<file path="src/seq_pkg.sv">
package seq_pkg;

	// ------------------------------------------------------------
	// Timing
	// ------------------------------------------------------------
	localparam int unsigned CLK_HZ      = 20_000_000;
	localparam int unsigned SS_TIME_US  = 14_000;   // Soft-start span
	localparam int unsigned SS_STEPS    = 128;      // DAC steps
	// Cycles per DAC step, rounded down so the ramp never overruns
	localparam int unsigned SS_STEP_CYC =
		(CLK_HZ / 1_000_000) * SS_TIME_US / SS_STEPS;
	localparam int unsigned FAULT_TIME_MS = 200;    // Fault timer
	localparam int unsigned FAULT_CYC     =
		(CLK_HZ / 1000) * FAULT_TIME_MS;

	// ------------------------------------------------------------
	// Register map (byte offsets) and reset values
	// ------------------------------------------------------------
	localparam logic [3:0] OFS_STATUS   = 4'h0;
	localparam logic [3:0] OFS_IRQ_STAT = 4'h4;
	localparam logic [3:0] OFS_IRQ_MASK = 4'h8;
	localparam logic [3:0] OFS_CTRL     = 4'hC;
	localparam logic [3:0] MASK_RST     = 4'h0;
	localparam logic       SW_EN_RST    = 1'h1;

	// Event bit positions in status and mask
	localparam int unsigned EV_RUN   = 0;
	localparam int unsigned EV_FAULT = 1;
	localparam int unsigned EV_THERM = 2;
	localparam int unsigned EV_UVLO  = 3;
	localparam int unsigned EV_W     = 4;

	// Status word fields
	localparam int unsigned STS_STATE = 0;  // Three bits
	localparam int unsigned STS_FAULT = 3;
	localparam int unsigned STS_SUPP  = 4;
	localparam int unsigned STS_SEL   = 5;
	localparam int unsigned STS_OK    = 6;

	// ------------------------------------------------------------
	// Types
	// ------------------------------------------------------------
	typedef enum logic [2:0] {
		ST_OFF   = 3'h0,
		ST_REF   = 3'h1,
		ST_SOFT  = 3'h2,
		ST_REGW  = 3'h3,
		ST_DELAY = 3'h4,
		ST_RUN   = 3'h5,
		ST_FAULT = 3'h6
	} seq_state_t;

	// Comparator and pin levels, all asynchronous to clk
	typedef struct packed {
		logic supply_above_rise;  // Input above rising UVLO level
		logic supply_above_fall;  // Input above falling UVLO level
		logic ref_above_en;       // Reference past enable level
		logic boost_ok;           // Boost past fault threshold
		logic gon_ok;             // Gate-on past fault threshold
		logic goff_ok;            // Gate-off past fault threshold
		logic cap_above;          // Delay capacitor past threshold
		logic over_temp;          // Die too hot
		logic switch_select_input;
	} sense_t;

	// Enables driven to the analog blocks
	typedef struct packed {
		logic ref_en;
		logic boost_en;
		logic gon_en;
		logic goff_en;
		logic delay_cap_pin_low;  // Delay pin pulled to ground
		logic opamp_en;           // Low means outputs high-Z
		logic source_switch_on;
		logic drain_switch_on;
	} rails_t;

endpackage : seq_pkg

</file>
<file path="src/power_sequencer.sv">
`timescale 1ns/100ps
// Behaviour
// - reference on only above rising UVLO
// - three regulators enabled together after reference
// - own 7-bit DAC, boost/gate-on ramp up
// - gate-off DAC ramps down in 128 steps
// - soft-start lasts about 14ms
// - delay pin grounded throughout soft-start
// - after regulation, release pin; threshold enables switch
// - delay pin grounded before startup and in UVLO
// - select ignored until all four conditions hold
// - select high: source switch on, drain off
// - select low: source switch off, drain on
// - steady state: low output starts fault timer
// - continuous 200ms fault latches, outputs off
// - fault latch cleared only by supply cycle
// - no low-output fault detection during soft-start
// - overtemperature latches fault at once
// - UVLO turns regulators, switch, op amps off
module power_sequencer #(
	parameter int unsigned FAULT_CYCLES = seq_pkg::FAULT_CYC,
	parameter int unsigned SS_STEP      = seq_pkg::SS_STEP_CYC
) (
	input  wire logic            clk,
	input  wire logic            rst,
	input  wire seq_pkg::sense_t sense,
	input  wire logic [3:0]      address,
	input  wire logic            read,
	input  wire logic            write,
	input  wire logic [31:0]     writedata,
	output logic      [31:0]     readdata,
	output logic                 waitrequest,
	output seq_pkg::rails_t      rails,
	output logic      [6:0]      boost_dac,
	output logic      [6:0]      gon_dac,
	output logic      [6:0]      goff_dac,
	output logic                 irq
);

	// ------------------------------------------------------------
	// State
	// ------------------------------------------------------------
	typedef struct packed {
		seq_pkg::seq_state_t st;
		logic                supply_on;  // UVLO with hysteresis
		logic [22:0]         ftmr;       // Fault timer
		seq_pkg::rails_t     rails;
		logic [3:0]          irq_st;     // Sticky events
		logic [3:0]          irq_mask;
		logic                sw_en;      // Software switch gate
		logic                irq;
		logic                waitreq;
		logic [31:0]         rdata;
	} seq_regs_t;

	seq_regs_t       s_reg;
	seq_regs_t       s_next;
	seq_pkg::sense_t sn;        // Synchronised levels
	logic            all_ok;    // Every output above threshold
	logic            ss_done;   // All three ramps complete
	logic            det_en;    // Fault detection armed
	logic            expire;    // Fault timer at its end
	logic            take;      // Bus request accepted
	logic            commit;    // Bus request answered
	logic [3:0]      ev;        // Events this cycle
	logic [3:0]      w1c;       // Status bits cleared by software
	logic [2:0]      ss_dn;

	// ------------------------------------------------------------
	// Input synchronisers
	// ------------------------------------------------------------
	// Comparator outputs are asynchronous to clk; only the
	// two-stage synchronised copy reaches the sequencer
	level_sync #(
		.W ($bits(seq_pkg::sense_t))
	) u_sync (
		.clk (clk),
		.rst (rst),
		.d   (sense),
		.q   (sn)
	);

	// ------------------------------------------------------------
	// Soft-start DACs, one per regulator
	// ------------------------------------------------------------
	softstart_dac #(
		.DOWN     (1'b0),
		.STEP_CYC (SS_STEP)
	) u_boost (
		.clk  (clk),
		.rst  (rst),
		.run  (s_reg.rails.boost_en),
		.code (boost_dac),
		.done (ss_dn[0])
	);

	softstart_dac #(
		.DOWN     (1'b0),
		.STEP_CYC (SS_STEP)
	) u_gon (
		.clk  (clk),
		.rst  (rst),
		.run  (s_reg.rails.gon_en),
		.code (gon_dac),
		.done (ss_dn[1])
	);

	// Gate-off ramps from reference down to its low end point
	softstart_dac #(
		.DOWN     (1'b1),
		.STEP_CYC (SS_STEP)
	) u_goff (
		.clk  (clk),
		.rst  (rst),
		.run  (s_reg.rails.goff_en),
		.code (goff_dac),
		.done (ss_dn[2])
	);

	// ------------------------------------------------------------
	// Status word for reads
	// ------------------------------------------------------------
	function automatic logic [31:0] status_word(
		input seq_regs_t r,
		input logic      sel,
		input logic      ok
	);
		logic [31:0] w;
		w = '0;
		w[seq_pkg::STS_STATE +: 3] = r.st;
		w[seq_pkg::STS_FAULT]      = (r.st == seq_pkg::ST_FAULT);
		w[seq_pkg::STS_SUPP]       = r.supply_on;
		w[seq_pkg::STS_SEL]        = sel;
		w[seq_pkg::STS_OK]         = ok;
		return w;
	endfunction : status_word

	// ------------------------------------------------------------
	// Sequencer, fault timer, interrupts and bus slave
	// ------------------------------------------------------------
	always_comb
	begin
		s_next  = s_reg;
		all_ok  = sn.boost_ok && sn.gon_ok && sn.goff_ok;
		ss_done = &ss_dn;
		ev      = '0;
		w1c     = '0;
		take    = (read || write) && s_reg.waitreq;
		commit  = (read || write) && !s_reg.waitreq;

		// UVLO hysteresis: rise above one level, fall below other
		if (sn.supply_above_rise)
			s_next.supply_on = 1'b1;
		else if (!sn.supply_above_fall)
			s_next.supply_on = 1'b0;

		// Fault timer only counts once ramps are over
		det_en = (s_reg.st == seq_pkg::ST_REGW) ||
		         (s_reg.st == seq_pkg::ST_DELAY) ||
		         (s_reg.st == seq_pkg::ST_RUN);
		expire = det_en && !all_ok &&
		         (s_reg.ftmr == 23'(FAULT_CYCLES - 1));
		if (det_en && !all_ok)
			s_next.ftmr = s_reg.ftmr + 23'h000001;
		else
			s_next.ftmr = '0;  // Any good sample restarts the count

		// Main sequence
		case (s_reg.st)
			seq_pkg::ST_OFF:
				if (s_reg.supply_on)
					s_next.st = seq_pkg::ST_REF;
			seq_pkg::ST_REF:
				if (sn.ref_above_en)
					s_next.st = seq_pkg::ST_SOFT;
			seq_pkg::ST_SOFT:
				if (ss_done)
					s_next.st = seq_pkg::ST_REGW;
			seq_pkg::ST_REGW:
				if (all_ok)
					s_next.st = seq_pkg::ST_DELAY;
			seq_pkg::ST_DELAY:
				if (sn.cap_above)
					s_next.st = seq_pkg::ST_RUN;
			seq_pkg::ST_RUN:
				s_next.st = seq_pkg::ST_RUN;
			seq_pkg::ST_FAULT:
				s_next.st = seq_pkg::ST_FAULT;
			default:
				s_next.st = seq_pkg::ST_OFF;
		endcase

		// Timer expiry and heat both latch the fault
		if (s_reg.st != seq_pkg::ST_OFF &&
		    s_reg.st != seq_pkg::ST_FAULT)
		begin
			if (sn.over_temp)
			begin
				s_next.st      = seq_pkg::ST_FAULT;
				ev[seq_pkg::EV_THERM] = 1'b1;
			end
			else if (expire)
				s_next.st      = seq_pkg::ST_FAULT;
		end

		// Supply loss beats everything and is the only way out
		// of the fault latch
		if (!s_reg.supply_on)
			s_next.st = seq_pkg::ST_OFF;

		// Outputs follow the next state so they change with it
		s_next.rails.ref_en   = (s_next.st != seq_pkg::ST_OFF);
		s_next.rails.boost_en =
			(s_next.st inside {seq_pkg::ST_SOFT, seq_pkg::ST_REGW,
			 seq_pkg::ST_DELAY, seq_pkg::ST_RUN});
		s_next.rails.gon_en   = s_next.rails.boost_en;
		s_next.rails.goff_en  = s_next.rails.boost_en;
		// Pin released only while waiting on the capacitor or run
		s_next.rails.delay_cap_pin_low =
			!(s_next.st inside {seq_pkg::ST_DELAY,
			  seq_pkg::ST_RUN});
		s_next.rails.opamp_en = (s_next.st == seq_pkg::ST_RUN);
		// Select reaches the switches only in run
		if (s_next.st == seq_pkg::ST_RUN && s_reg.sw_en)
		begin
			s_next.rails.source_switch_on =
				sn.switch_select_input;
			s_next.rails.drain_switch_on  =
				!sn.switch_select_input;
		end
		else
		begin
			s_next.rails.source_switch_on = 1'b0;
			s_next.rails.drain_switch_on  = 1'b0;
		end

		// Events
		if (s_next.st == seq_pkg::ST_RUN &&
		    s_reg.st != seq_pkg::ST_RUN)
			ev[seq_pkg::EV_RUN] = 1'b1;
		if (s_next.st == seq_pkg::ST_FAULT &&
		    s_reg.st != seq_pkg::ST_FAULT)
			ev[seq_pkg::EV_FAULT] = 1'b1;
		if (s_reg.supply_on && !s_next.supply_on)
			ev[seq_pkg::EV_UVLO] = 1'b1;

		// Bus: one wait cycle, answer on the next edge
		s_next.waitreq = !take;
		if (take && read)
		begin
			case (address)
				seq_pkg::OFS_STATUS:
					s_next.rdata = status_word(s_reg,
						sn.switch_select_input, all_ok);
				seq_pkg::OFS_IRQ_STAT:
					s_next.rdata = {28'h0000000, s_reg.irq_st};
				seq_pkg::OFS_IRQ_MASK:
					s_next.rdata = {28'h0000000, s_reg.irq_mask};
				seq_pkg::OFS_CTRL:
					s_next.rdata = {31'h00000000, s_reg.sw_en};
				default:
					s_next.rdata = '0;  // Unmapped reads zero
			endcase
		end
		if (commit && write)
		begin
			case (address)
				seq_pkg::OFS_IRQ_STAT:
					w1c = writedata[3:0];
				seq_pkg::OFS_IRQ_MASK:
					s_next.irq_mask = writedata[3:0];
				seq_pkg::OFS_CTRL:
					s_next.sw_en = writedata[0];
				default:
					s_next.sw_en = s_reg.sw_en;  // Ignored
			endcase
		end

		// A new event wins over a clear in the same cycle
		s_next.irq_st = (s_reg.irq_st & ~w1c) | ev;
		s_next.irq    = |(s_next.irq_st & s_next.irq_mask);
	end

	// ------------------------------------------------------------
	// State register
	// ------------------------------------------------------------
	always_ff @(posedge clk)
	begin
		if (rst)
		begin
			s_reg          <= '0;
			s_reg.st       <= seq_pkg::ST_OFF;
			s_reg.rails.delay_cap_pin_low <= 1'b1;
			s_reg.irq_mask <= seq_pkg::MASK_RST;
			s_reg.sw_en    <= seq_pkg::SW_EN_RST;
			s_reg.waitreq  <= 1'b1;
		end
		else
			s_reg <= s_next;
	end

	assign rails       = s_reg.rails;
	assign irq         = s_reg.irq;
	assign waitrequest = s_reg.waitreq;
	assign readdata    = s_reg.rdata;
endmodule : power_sequencer

</file>
<file path="src/level_sync.sv">
`timescale 1ns/100ps
module level_sync #(
	parameter int unsigned W = 9
) (
	input  wire logic         clk,
	input  wire logic         rst,
	input  wire logic [W-1:0] d,
	output logic      [W-1:0] q
);

	// ------------------------------------------------------------
	// Two-stage synchroniser
	// ------------------------------------------------------------
	typedef struct packed {
		logic [W-1:0] meta;  // Read only by the second stage
		logic [W-1:0] stab;
	} sync_state_t;

	sync_state_t st_reg;
	sync_state_t st_next;

	// Next state
	always_comb
	begin
		st_next      = st_reg;
		st_next.meta = d;
		st_next.stab = st_reg.meta;
	end

	// State register
	always_ff @(posedge clk)
	begin
		if (rst)
			st_reg <= '0;
		else
			st_reg <= st_next;
	end

	assign q = st_reg.stab;

endmodule : level_sync

</file>
<file path="src/softstart_dac.sv">
`timescale 1ns/100ps
module softstart_dac #(
	parameter bit          DOWN     = 1'b0,
	parameter int unsigned STEP_CYC = seq_pkg::SS_STEP_CYC
) (
	input  wire logic       clk,
	input  wire logic       rst,
	input  wire logic       run,
	output logic      [6:0] code,
	output logic            done
);

	// ------------------------------------------------------------
	// 7-bit ramp, 128 equal steps
	// ------------------------------------------------------------
	typedef struct packed {
		logic [11:0] pre;    // Cycles within one step
		logic [7:0]  steps;  // Steps taken, 0..128
		logic [6:0]  code;
		logic        done;
	} dac_state_t;

	localparam logic [6:0] START = DOWN ? 7'h7F : 7'h00;
	localparam logic [6:0] END   = DOWN ? 7'h00 : 7'h7F;

	dac_state_t st_reg;
	dac_state_t st_next;

	// Step the code once per step interval; restart when disabled
	always_comb
	begin
		st_next = st_reg;
		if (!run)
		begin
			st_next      = '0;
			st_next.code = START;
		end
		else if (!st_reg.done)
		begin
			if (st_reg.pre == 12'(STEP_CYC - 1))
			begin
				st_next.pre   = '0;
				st_next.steps = st_reg.steps + 8'h01;
				if (st_next.steps == 8'h80)
				begin
					st_next.done = 1'b1;
					st_next.code = END;  // End point, 7F up or 00 down
				end
				else if (DOWN)
					st_next.code = st_reg.code - 7'h01;
				else
					st_next.code = st_reg.code + 7'h01;
			end
			else
				st_next.pre = st_reg.pre + 12'h001;
		end
	end

	// State register
	always_ff @(posedge clk)
	begin
		if (rst)
		begin
			st_reg      <= '0;
			st_reg.code <= START;
		end
		else
			st_reg <= st_next;
	end

	assign code = st_reg.code;
	assign done = st_reg.done;
endmodule : softstart_dac

</file>
<file path="config.mk">
export PLATFORM = sky130hd
export DESIGN_NAME = power_sequencer
export DESIGN_NICKNAME = d
export VERILOG_FILES = /design/src/seq_pkg.sv /design/src/power_sequencer.sv /design/src/level_sync.sv /design/src/softstart_dac.sv
export SDC_FILE = /design/constraint.sdc
export NUM_CORES = 1
export LEC_CHECK = 0
export BUFFER_PORTS_ARGS = -buffer_cell sky130_fd_sc_hd__buf_2
export CAP_MARGIN = 20
export CORE_ASPECT_RATIO = 0.5
export CORE_MARGIN = 1
export CORE_UTILIZATION = 52
export CTS_BUF_LIST = sky130_fd_sc_hd__clkbuf_2
export CTS_CLUSTER_DIAMETER = 80
export DETAILED_ROUTE_END_ITERATION = 7
export GPL_TIMING_DRIVEN = 0
export PLACE_DENSITY = 0.71
export SETUP_SLACK_MARGIN = 0.02
export SLEW_MARGIN = 15
export SYNTH_ARGS = -nofsm -noshare
export SYNTH_HDL_FRONTEND = slang
export SYNTH_SLANG_ARGS = --single-unit
export TNS_END_PERCENT = 50
</file>
<file path="constraint.sdc">
create_clock -name clk -period 3.8 [get_ports clk]
set_input_delay 1.14 -clock clk [delete_from_list [all_inputs] [get_ports clk]]
set_output_delay 1.14 -clock clk [all_outputs]
set_load 0.01 [all_outputs]
</file>
After elaboration in Yosys (flattened, before gate mapping). Cells that the tools add are included.

Register bits after elaboration: 178. Bits of input ports: 49. Output and inout port bits: 63. Logic and storage cells: 146.

$add $sub $neg: 10. Equality and inequality tests: 23. Multiplexer cells: 37. Bitwise gates (word level): 10. Reductions and logical operators: 37.

Operators by type and width (number): $add A12 B1 Y12 const B (3); $eq A12 B12 Y1 const B (3); $mux W12 (3); $pmux W7 S4 (1); $add A8 B1 Y8 const B (3); $eq A8 B8 Y1 const B (3); $mux W3 (8); $add A23 B1 Y23 const B (1); $eq A23 B22 Y1 const B (1); $mux W7 (3); $pmux W3 S7 (1); $eq A3 B3 Y1 const B (6); $mux W1 (17); $add A7 B1 Y7 const B (2); $logic_and A1 B1 Y1 (13); $eq A3 B2 Y1 const B (4); $mux W4 (3); $and A4 B4 Y4 (2); $eq A4 B4 Y1 const B (2); $reduce_and A2 Y1 (4); $sub A7 B1 Y7 const B (1); $logic_not A1 Y1 (6); $ne A3 B3 Y1 const B (2); $not A1 Y1 (6); other kinds (14) (19).

Depth between registers and ports, before layout. Gate-level depths: netlist of run 1.

Depth in word-level cells: 15. Depth in mapped cells: 9.

Modules after synthesis. A second synthesis of run 1 with hierarchy kept.

Cells, all modules: 838. Area, all modules: 7544.7 um^2.

Modules (own cells, without submodules): softstart_dac at u_boost ... (instances 2, cells an instance 165, area each 1488.9 um^2, seq. area each 560.5 um^2); power_sequencer (instances 1, cells an instance 304, area each 2653.8 um^2, seq. area each 1021.0 um^2); softstart_dac at u_goff (instances 1, cells an instance 167, area each 1423.9 um^2, seq. area each 560.5 um^2); level_sync (instances 1, cells an instance 37, area each 489.2 um^2, seq. area each 360.3 um^2).

Worst setup path before layout of run 1. OpenSTA, ideal clock, no wires.

Kind: input port to flip-flop. Start point: input port address[2]. End point: register s_reg (netlist bit irq). Library setup time: 130 ps. Data arrival time: 2578 ps. Path slack: 1091 ps. Stages: 8. Path buffers: 2. Path through: buf_2 -> nor3_1 -> and3_1 -> clkbuf_1 -> mux2i_1 -> o32ai_1 -> nor3_1 -> o211ai_2.

Cells in the longest elaborated chain, start to end: 8. Elaborated cells on any way between the ends: 11.

Ends and longest elaborated chain: start, declared (RTL line power_sequencer.sv:27) `input wire logic [3:0] address,`; $eq A4 B3 Y1 (RTL line power_sequencer.sv:267) `case (address)`; $mux W4 (RTL line power_sequencer.sv:267); $mux W4 (RTL line power_sequencer.sv:265) `if (commit && write)`; $not A4 Y4 (RTL line power_sequencer.sv:280) `s_next.irq_st = (s_reg.irq_st & ~w1c) | ev;`; $and A4 B4 Y4 (RTL line power_sequencer.sv:280); $or A4 B4 Y4 (RTL line power_sequencer.sv:280); $and A4 B4 Y4 * (RTL line power_sequencer.sv:281) `s_next.irq = |(s_next.irq_st & s_next.irq_mask);`; $reduce_or A4 Y1 * (RTL line power_sequencer.sv:281); end signal, assigned (RTL line power_sequencer.sv:299) `s_reg <= s_next;`; end, declared (RTL line power_sequencer.sv:56) `seq_regs_t s_reg;`.

Mark *: on every way between the ends. The rest lies on a longest branch, timed or not. A chain may end at the register's enable or synchronous reset.

Worst setup path after layout of run 1.
Start point: register u_boost.code[3] (netlist name). End point: output port boost_dac[3].

RTL lines: end, declared (RTL line power_sequencer.sv:34) `output logic [6:0] boost_dac,`.

No word-level cell between the ends.

==> flow_metrics.tcl, run 1 <==
set metrics [dict create \
    synth_seq_cells 153 \
    crit_type "reg2out" \
    die_h_um 84.74 \
    grt_pass1_wl_um 23600 \
    path_max_fanout 7 \
    drc 0 \
    netlist_area_mm2 0.007119 \
    wirelength_um 13560 \
    antenna_found_initial 0 \
    viasPerCell 5.127 \
    portBuffers 56 \
    syn_area_per_cell_um2 8.650 \
    synthDistinctLibCells 56 \
    max_freq_mhz 384.5 \
    io_pins 112 \
    yosys-top-cells-area "dfxtp_1 43%, nor2_1 7.1%, buf_4 6.4%" \
    die_width_um 167.5 \
    grt_max_degree 17 \
    grt_overflow 0 \
    cts-root-buf "clkbuf_2" \
    grt_pass1_vias 5246 \
    irDropWorstVdd_mv 0.1664 \
    largest_reg_flops 36 \
    place_congestion 0.8510 \
    synth-edff-count 0 \
    layout_common_cells "153 x dfxtp_1, 134 x nor2_1, 62 x buf_2" \
    drt-pass1-iter-count 4 \
    rsz0062_at_grt "no" \
    max-cap-violations 0 \
    row_count 29 \
    clk_latency_ps 720 \
    hp-class "reg2reg" \
    drv_slew 0 \
    nNetsFinal 985 \
    dp_hpwl_um 9799 \
    status "finished, final reports clean" \
    ys_seq_area_frac 0.4302 \
    ant_nets 0 \
    timing.slew.headroom 0.5329 \
    ctsHoldBuffers 0 \
    cp-end-kind "primary output" \
    synthCells 823 \
    yosysTopAreaCellShare 0.4302 \
    clock_skew_ps 42.83 \
    wl_per_cell_um 12.27 \
    clock-sinks 153 \
    period_needed_ps 2601 \
    ys.flop_type "dfxtp_1" \
    via_count 5665 \
    dieArea_mm2 0.01419 \
    drtIter0Drc 450 \
    area_growth_pct 11.37 \
    synth_top_area_cell "dfxtp_1" \
    cp.arrival_ps 1460 \
    cts_setup_buffers 0 \
    yosysWarnings 0 \
    synthArstFlopShare 0 \
    layout_commonest_cell "dfxtp_1" \
    path_clk_slew_ps 210 \
    crit_required_ps 2660 \
    crit_path_start_kind "register" \
    antenna_cells 0 \
    finalSetupViolCount 0 \
    cts_tree "built" \
    fin_hold_ws_ps 459.2 \
    cts_buffers 17 \
    finalCritPeriodShare 0.6845 \
    r2r_cells 8 \
    initial_core_util 0.5481 \
    hold_viol_final 0 \
    cts_max_path_buffers 2 \
    leakagePower_nw 3.124 \
    track_usage 0.2037 \
    tightest_slew_ps 697.6 \
    hold_depth 1 \
    htreeDepth 4 \
    power_density_mw_per_mm2 324.4 \
    core_area_mm2 0.01299 \
    setup-tns-final_ps 0 \
    cts_resized 0 \
    drive_gt1_frac 0.1765 \
]
-- final timing paths --
kind / from / endpoint / slack [ps]
setup / recovery: u_boost.code[3] / boost_dac[3] / 1200
hold / removal: u_sync.st_next[1] / u_sync.q[1] / 460
setup reg to reg: s_reg[51] / irq / 1450
hold reg to reg: u_sync.st_next[1] / u_sync.q[1] / 460
-- final cells by class --
cell class | count | area, µm²
plain buffers | 92 | 589.3
clock buffers | 17 | 85.08
repair buffers | 56 | 280.3
inverters | 16 | 60.06
fillers | 1163 | 5061
flip-flops and latches | 153 | 3063
multi-input cells | 586 | 3497
clock inverters | 15 | 141.4
well taps | 170 | 212.7
-- per-stage QoR --
step           std cells    util  area [µm²]  total power, mW  setup slack [ps]
3_5_place_dp        1073  0.5929        7702            1.736             852.2
3_3_place_gp        1073  0.5929        7702            1.735             833.7
6_report            1105  0.6104        7929            2.572              1199
5_1_grt             1105  0.6104        7929            2.677              1086
4_1_cts             1105  0.6104        7929            2.600              1153
2_1_floorplan        847       -        7209            1.714              1091
-- cell families (layout without fill, tap and decap cells) --
logic type | count (synthesis) | after routing | synth area share
adder cells (fa/ha/maj) | 14 | 14 | 0.02460
buffers and inverters | 108 | 196 | 0.09121
other | 1 | 25 | 0.0005267
AND/OR/NAND/NOR | 365 | 365 | 0.2596
multiplexers | 9 | 9 | 0.01441
flip-flops | 153 | 153 | 0.4302
XOR/XNOR | 73 | 73 | 0.08981
AO/OA/AOI/OAI | 100 | 100 | 0.08963
-- synth_stat cells (2+ instances only) --
cell type	number
dfxtp_1	153
nor2_1	134
buf_4	61
nand2_1	55
xor2_1	40
nand3_1	35
xnor2_1	33
o21ai_0	29
a21oi_1	28
nor2b_1	28
clkbuf_1	24
nor3_1	18
and3_1	17
nand4_1	17
inv_1	16
ha_1	14
nand2b_1	9
nor3b_1	9
a211oi_1	8
mux2i_1	8
nor4_1	8
a22oi_1	7
o211ai_1	7
buf_2	6
and3b_1	4
and4_1	4
nand4b_1	4
nor4bb_1	4
or3_1	4
a311oi_1	3
and4b_1	3
nor4b_1	3
o21a_1	3
or2_2	3
a31oi_1	2
o32ai_1	2
-- where the power goes --
| part | leakage (nW) | switching (mW) | internal, mW |
|---|---|---|---|
| combinational | 1.75 | 0.0416 | 0.0378 |
| clock | 0.133 | 0.619 | 0.247 |
| sequential | 1.24 | 0.00581 | 1.62 |
| total | 3.12 | 0.667 | 1.91 |
-- per-layer routing --
metal | vias up | GRT usage | routed length [µm]
li1 | 2935 | - | -
met3 | 14 | 0.04385 | 531
met2 | 109 | 0.3239 | 5940
met4 | 0 | 0.07173 | 145
met5 | - | 0 | 0
met1 | 2607 | 0.2746 | 6945
-- worst max-delay path, cell delays in order (launching register included) --
cell and delay, ps:
dfxtp_1 500, buf_4 150, buf_2 120
No activity file was read; power rests on OpenSTA's default activity.
==> inputs of run 2 (changes only) <==
--- a/config.mk
+++ b/config.mk
@@ -5,6 +5,7 @@
 export SDC_FILE = /design/constraint.sdc
 export NUM_CORES = 1
 export LEC_CHECK = 0
+export ABC_AREA = 1
 export BUFFER_PORTS_ARGS = -buffer_cell sky130_fd_sc_hd__buf_2
 export CAP_MARGIN = 20
 export CORE_ASPECT_RATIO = 0.5
==> constraint.sdc (replaced) <==
create_clock -name clk -period 2.4 [get_ports clk]
set_input_delay 0.72 -clock clk [delete_from_list [all_inputs] [get_ports clk]]
set_output_delay 0.72 -clock clk [all_outputs]
set_load 0.01 [all_outputs]
==> flow_metrics.tcl, run 2 <==
set metrics [dict create \
    status "finished, final reports clean" \
    synthArstFlopShare 0 \
    clock-sinks 153 \
    drt-pass1-iter-count 5 \
    finalCritPeriodShare 0.9239 \
    io_pins 112 \
    drv_slew 0 \
    irDropWorstVdd_mv 0.2775 \
    p_switching_mw 1.030 \
    initial_core_util 0.5458 \
    synth_seq_cells 153 \
    drtIter0Drc 351 \
    max_freq_mhz 451.0 \
    power_frac_clock 0.377 \
    clock_skew_ps 37.16 \
    grt_overflow 0 \
    cts_buffers 17 \
    comb_power_share 0.032 \
    syn_area_per_cell_um2 7.520 \
    grt_pass1_wl_um 25270 \
    ant_nets 0 \
    hold_viol_final 0 \
    multi_input_area_mm2 0.003576 \
    drive_gt1_frac 0.1863 \
    crit_type "reg2out" \
    final_util 0.6113 \
    synth_most_common_cell "nand2_1" \
    yosys-top-cells-area "dfxtp_1 40%, nand2_1 8.3%, buf_4 6.4%" \
    seq_area_mm2 0.003063 \
    hp-class "in2reg" \
    period_needed_ps 2217 \
    dp.cells 1282 \
    portBuffers 58 \
    core_area_mm2 0.01389 \
    ys.flop_type "dfxtp_1" \
    cp_cell_sequence "buf_4 -> buf_2" \
    cts-root-buf "clkbuf_2" \
    cts_tree "built" \
    cts_max_path_buffers 2 \
    leakagePower_nw 3.478 \
    grt_max_degree 17 \
    sequentialPowerShare 0.591 \
    dieArea_mm2 0.01509 \
    cp.arrival_ps 1500 \
    area_growth_pct 12.00 \
    dpl_worst_slack_ps 92.87 \
    wl_per_cell_um 11.27 \
    ctsHoldBuffers 0 \
    setup-tns-final_ps 0 \
    max-cap-violations 0 \
    row_count 30 \
    htreeDepth 4 \
    clk_latency_ps 720 \
    drc 0 \
    synth-edff-count 0 \
    fin_area_mm2 0.008489 \
    power_density_mw_per_mm2 514.0 \
    synthTopCellsByCount "168 x nand2_1, 153 x dfxtp_1, 125 x nor2_1, 123 x inv_1, 65 x buf_4" \
    place_congestion 0.8928 \
    yosysTopAreaCellShare 0.4041 \
    via_count 6381 \
    path_clk_slew_ps 240 \
    cp_top_family "flip-flops" \
    timing.slew.headroom 0.5223 \
    ys_seq_area_frac 0.4041 \
    largest_reg_flops 36 \
    yosysWarnings 0 \
    crit_required_ps 1680 \
    switching_share 0.2360 \
    cts_setup_buffers 0 \
    finalSetupViolCount 0 \
    viasPerCell 4.856 \
    cp.buffers_inverters 2 \
    synth_top_area_cell "dfxtp_1" \
    netlist_area_mm2 0.007580 \
    synthDistinctLibCells 42 \
    cell_internal_pwr_mw 3.333 \
    antenna_cells 0 \
    postPlaceCellArea_mm2 0.008200 \
    wirelength_um 14810 \
    antenna_found_initial 0 \
    grt_pass1_vias 5643 \
    nNetsFinal 1172 \
    setup_slack_ps 182.7 \
    track_usage 0.2057 \
    n_fill_cell 1252 \
    layout_commonest_cell "nand2_1" \
    tightest_slew_ps 716.5 \
    fin_cells 1314 \
    synthCells 1008 \
    max_stage_delay_ps 520 \
    slowest_stage "dfxtp_1" \
    die_h_um 87.37 \
    crit_path_start_kind "register" \
    die_width_um 172.7 \
    cp-end-kind "primary output" \
    rsz0062_at_grt "no" \
    path_max_fanout 6 \
    dp_hpwl_um 10880 \
    cts_resized 0 \
    layout_common_cells "168 x nand2_1, 153 x dfxtp_1, 125 x nor2_1" \
]
[run 2: cell count changes in the layout (fill, tap and decap cells not counted), moves of 11 or more]
| cell | delta |
|---|---|
| and3_1 | -15 |
| nand2_1 | +113 |
| nor2b_1 | -28 |
| clkbuf_1 | -13 |
| a21oi_1 | +26 |
| nand2_2 | +12 |
| nor3_1 | +11 |
| inv_1 | +107 |
| nand3_1 | +12 |
| xnor2_1 | -22 |
[run 2: per-layer routing]
metal	vias to the layer above	share of wire	GRT usage	routed length [µm]
li1	3370	-	-	-
met1	2859	0.50	0.2611	7375
met2	134	0.44	0.3545	6586
met3	18	0.046	0.04363	684
met4	0	0.011	0.06356	161
met5	-	0	0	0
[run 2: area by class of cell]
| type | instances | area share |
|---|---|---|
| multi-input cells | 670 | 0.4212 |
| flip-flops and latches | 153 | 0.3608 |
| plain buffers | 78 | 0.06352 |
| inverters | 131 | 0.05792 |
| repair buffers | 58 | 0.03419 |
| well taps | 192 | 0.02830 |
| clock inverters | 13 | 0.02284 |
| clock buffers | 19 | 0.01120 |
[run 2: final timing paths]
kind	depth (start not counted)	start	slack [ps]	endpoint
hold / removal	2	read	170	waitrequest
setup / recovery	2	u_boost.code[0]	180	boost_dac[0]
setup reg to reg	11	u_boost.st_reg[16]	550	u_boost.st_reg[13]
hold reg to reg	2	u_sync.st_next[3]	390	u_sync.q[3]
[run 2: power by group through the flow]
stage               Sequential, mW  Clock (mW)  Combinational [mW]
global route                  2.58        1.80               0.156
floorplan                     2.62           0               0.101
CTS                           2.58        1.69               0.139
global placement              2.63           0               0.137
finish                        2.58        1.65               0.140
detailed placement            2.63           0               0.138
[run 2: metrics by stage]
step	hold slack, ps	total power, mW
floorplan	388.3	2.726
global placement	391.7	2.763
detailed placement	395.4	2.765
CTS	113.6	4.411
global route	115.8	4.540
finish	171.9	4.363
[run 2: cells by family after synthesis]
kind of cell | count (synthesis) | synth area share
multiplexers | 2 | 0.002641
AND/OR/NAND/NOR | 458 | 0.2838
flip-flops | 153 | 0.4041
AO/OA/AOI/OAI | 119 | 0.08881
other | 1 | 0.0004947
XOR/XNOR | 52 | 0.06108
adder cells (fa/ha/maj) | 14 | 0.02311
buffers and inverters | 209 | 0.1360
[run 2: worst reg2reg max path, stage by stage, from the launching register on]
cell and delay, ps:
dfxtp_1 380, inv_1 90, ha_1 150, inv_1 60
nor3_2 140, nand2_1 80, nor3_2 170, nand2_2 190
inv_2 120, buf_4 170, nor2_1 50, a211oi_1 180
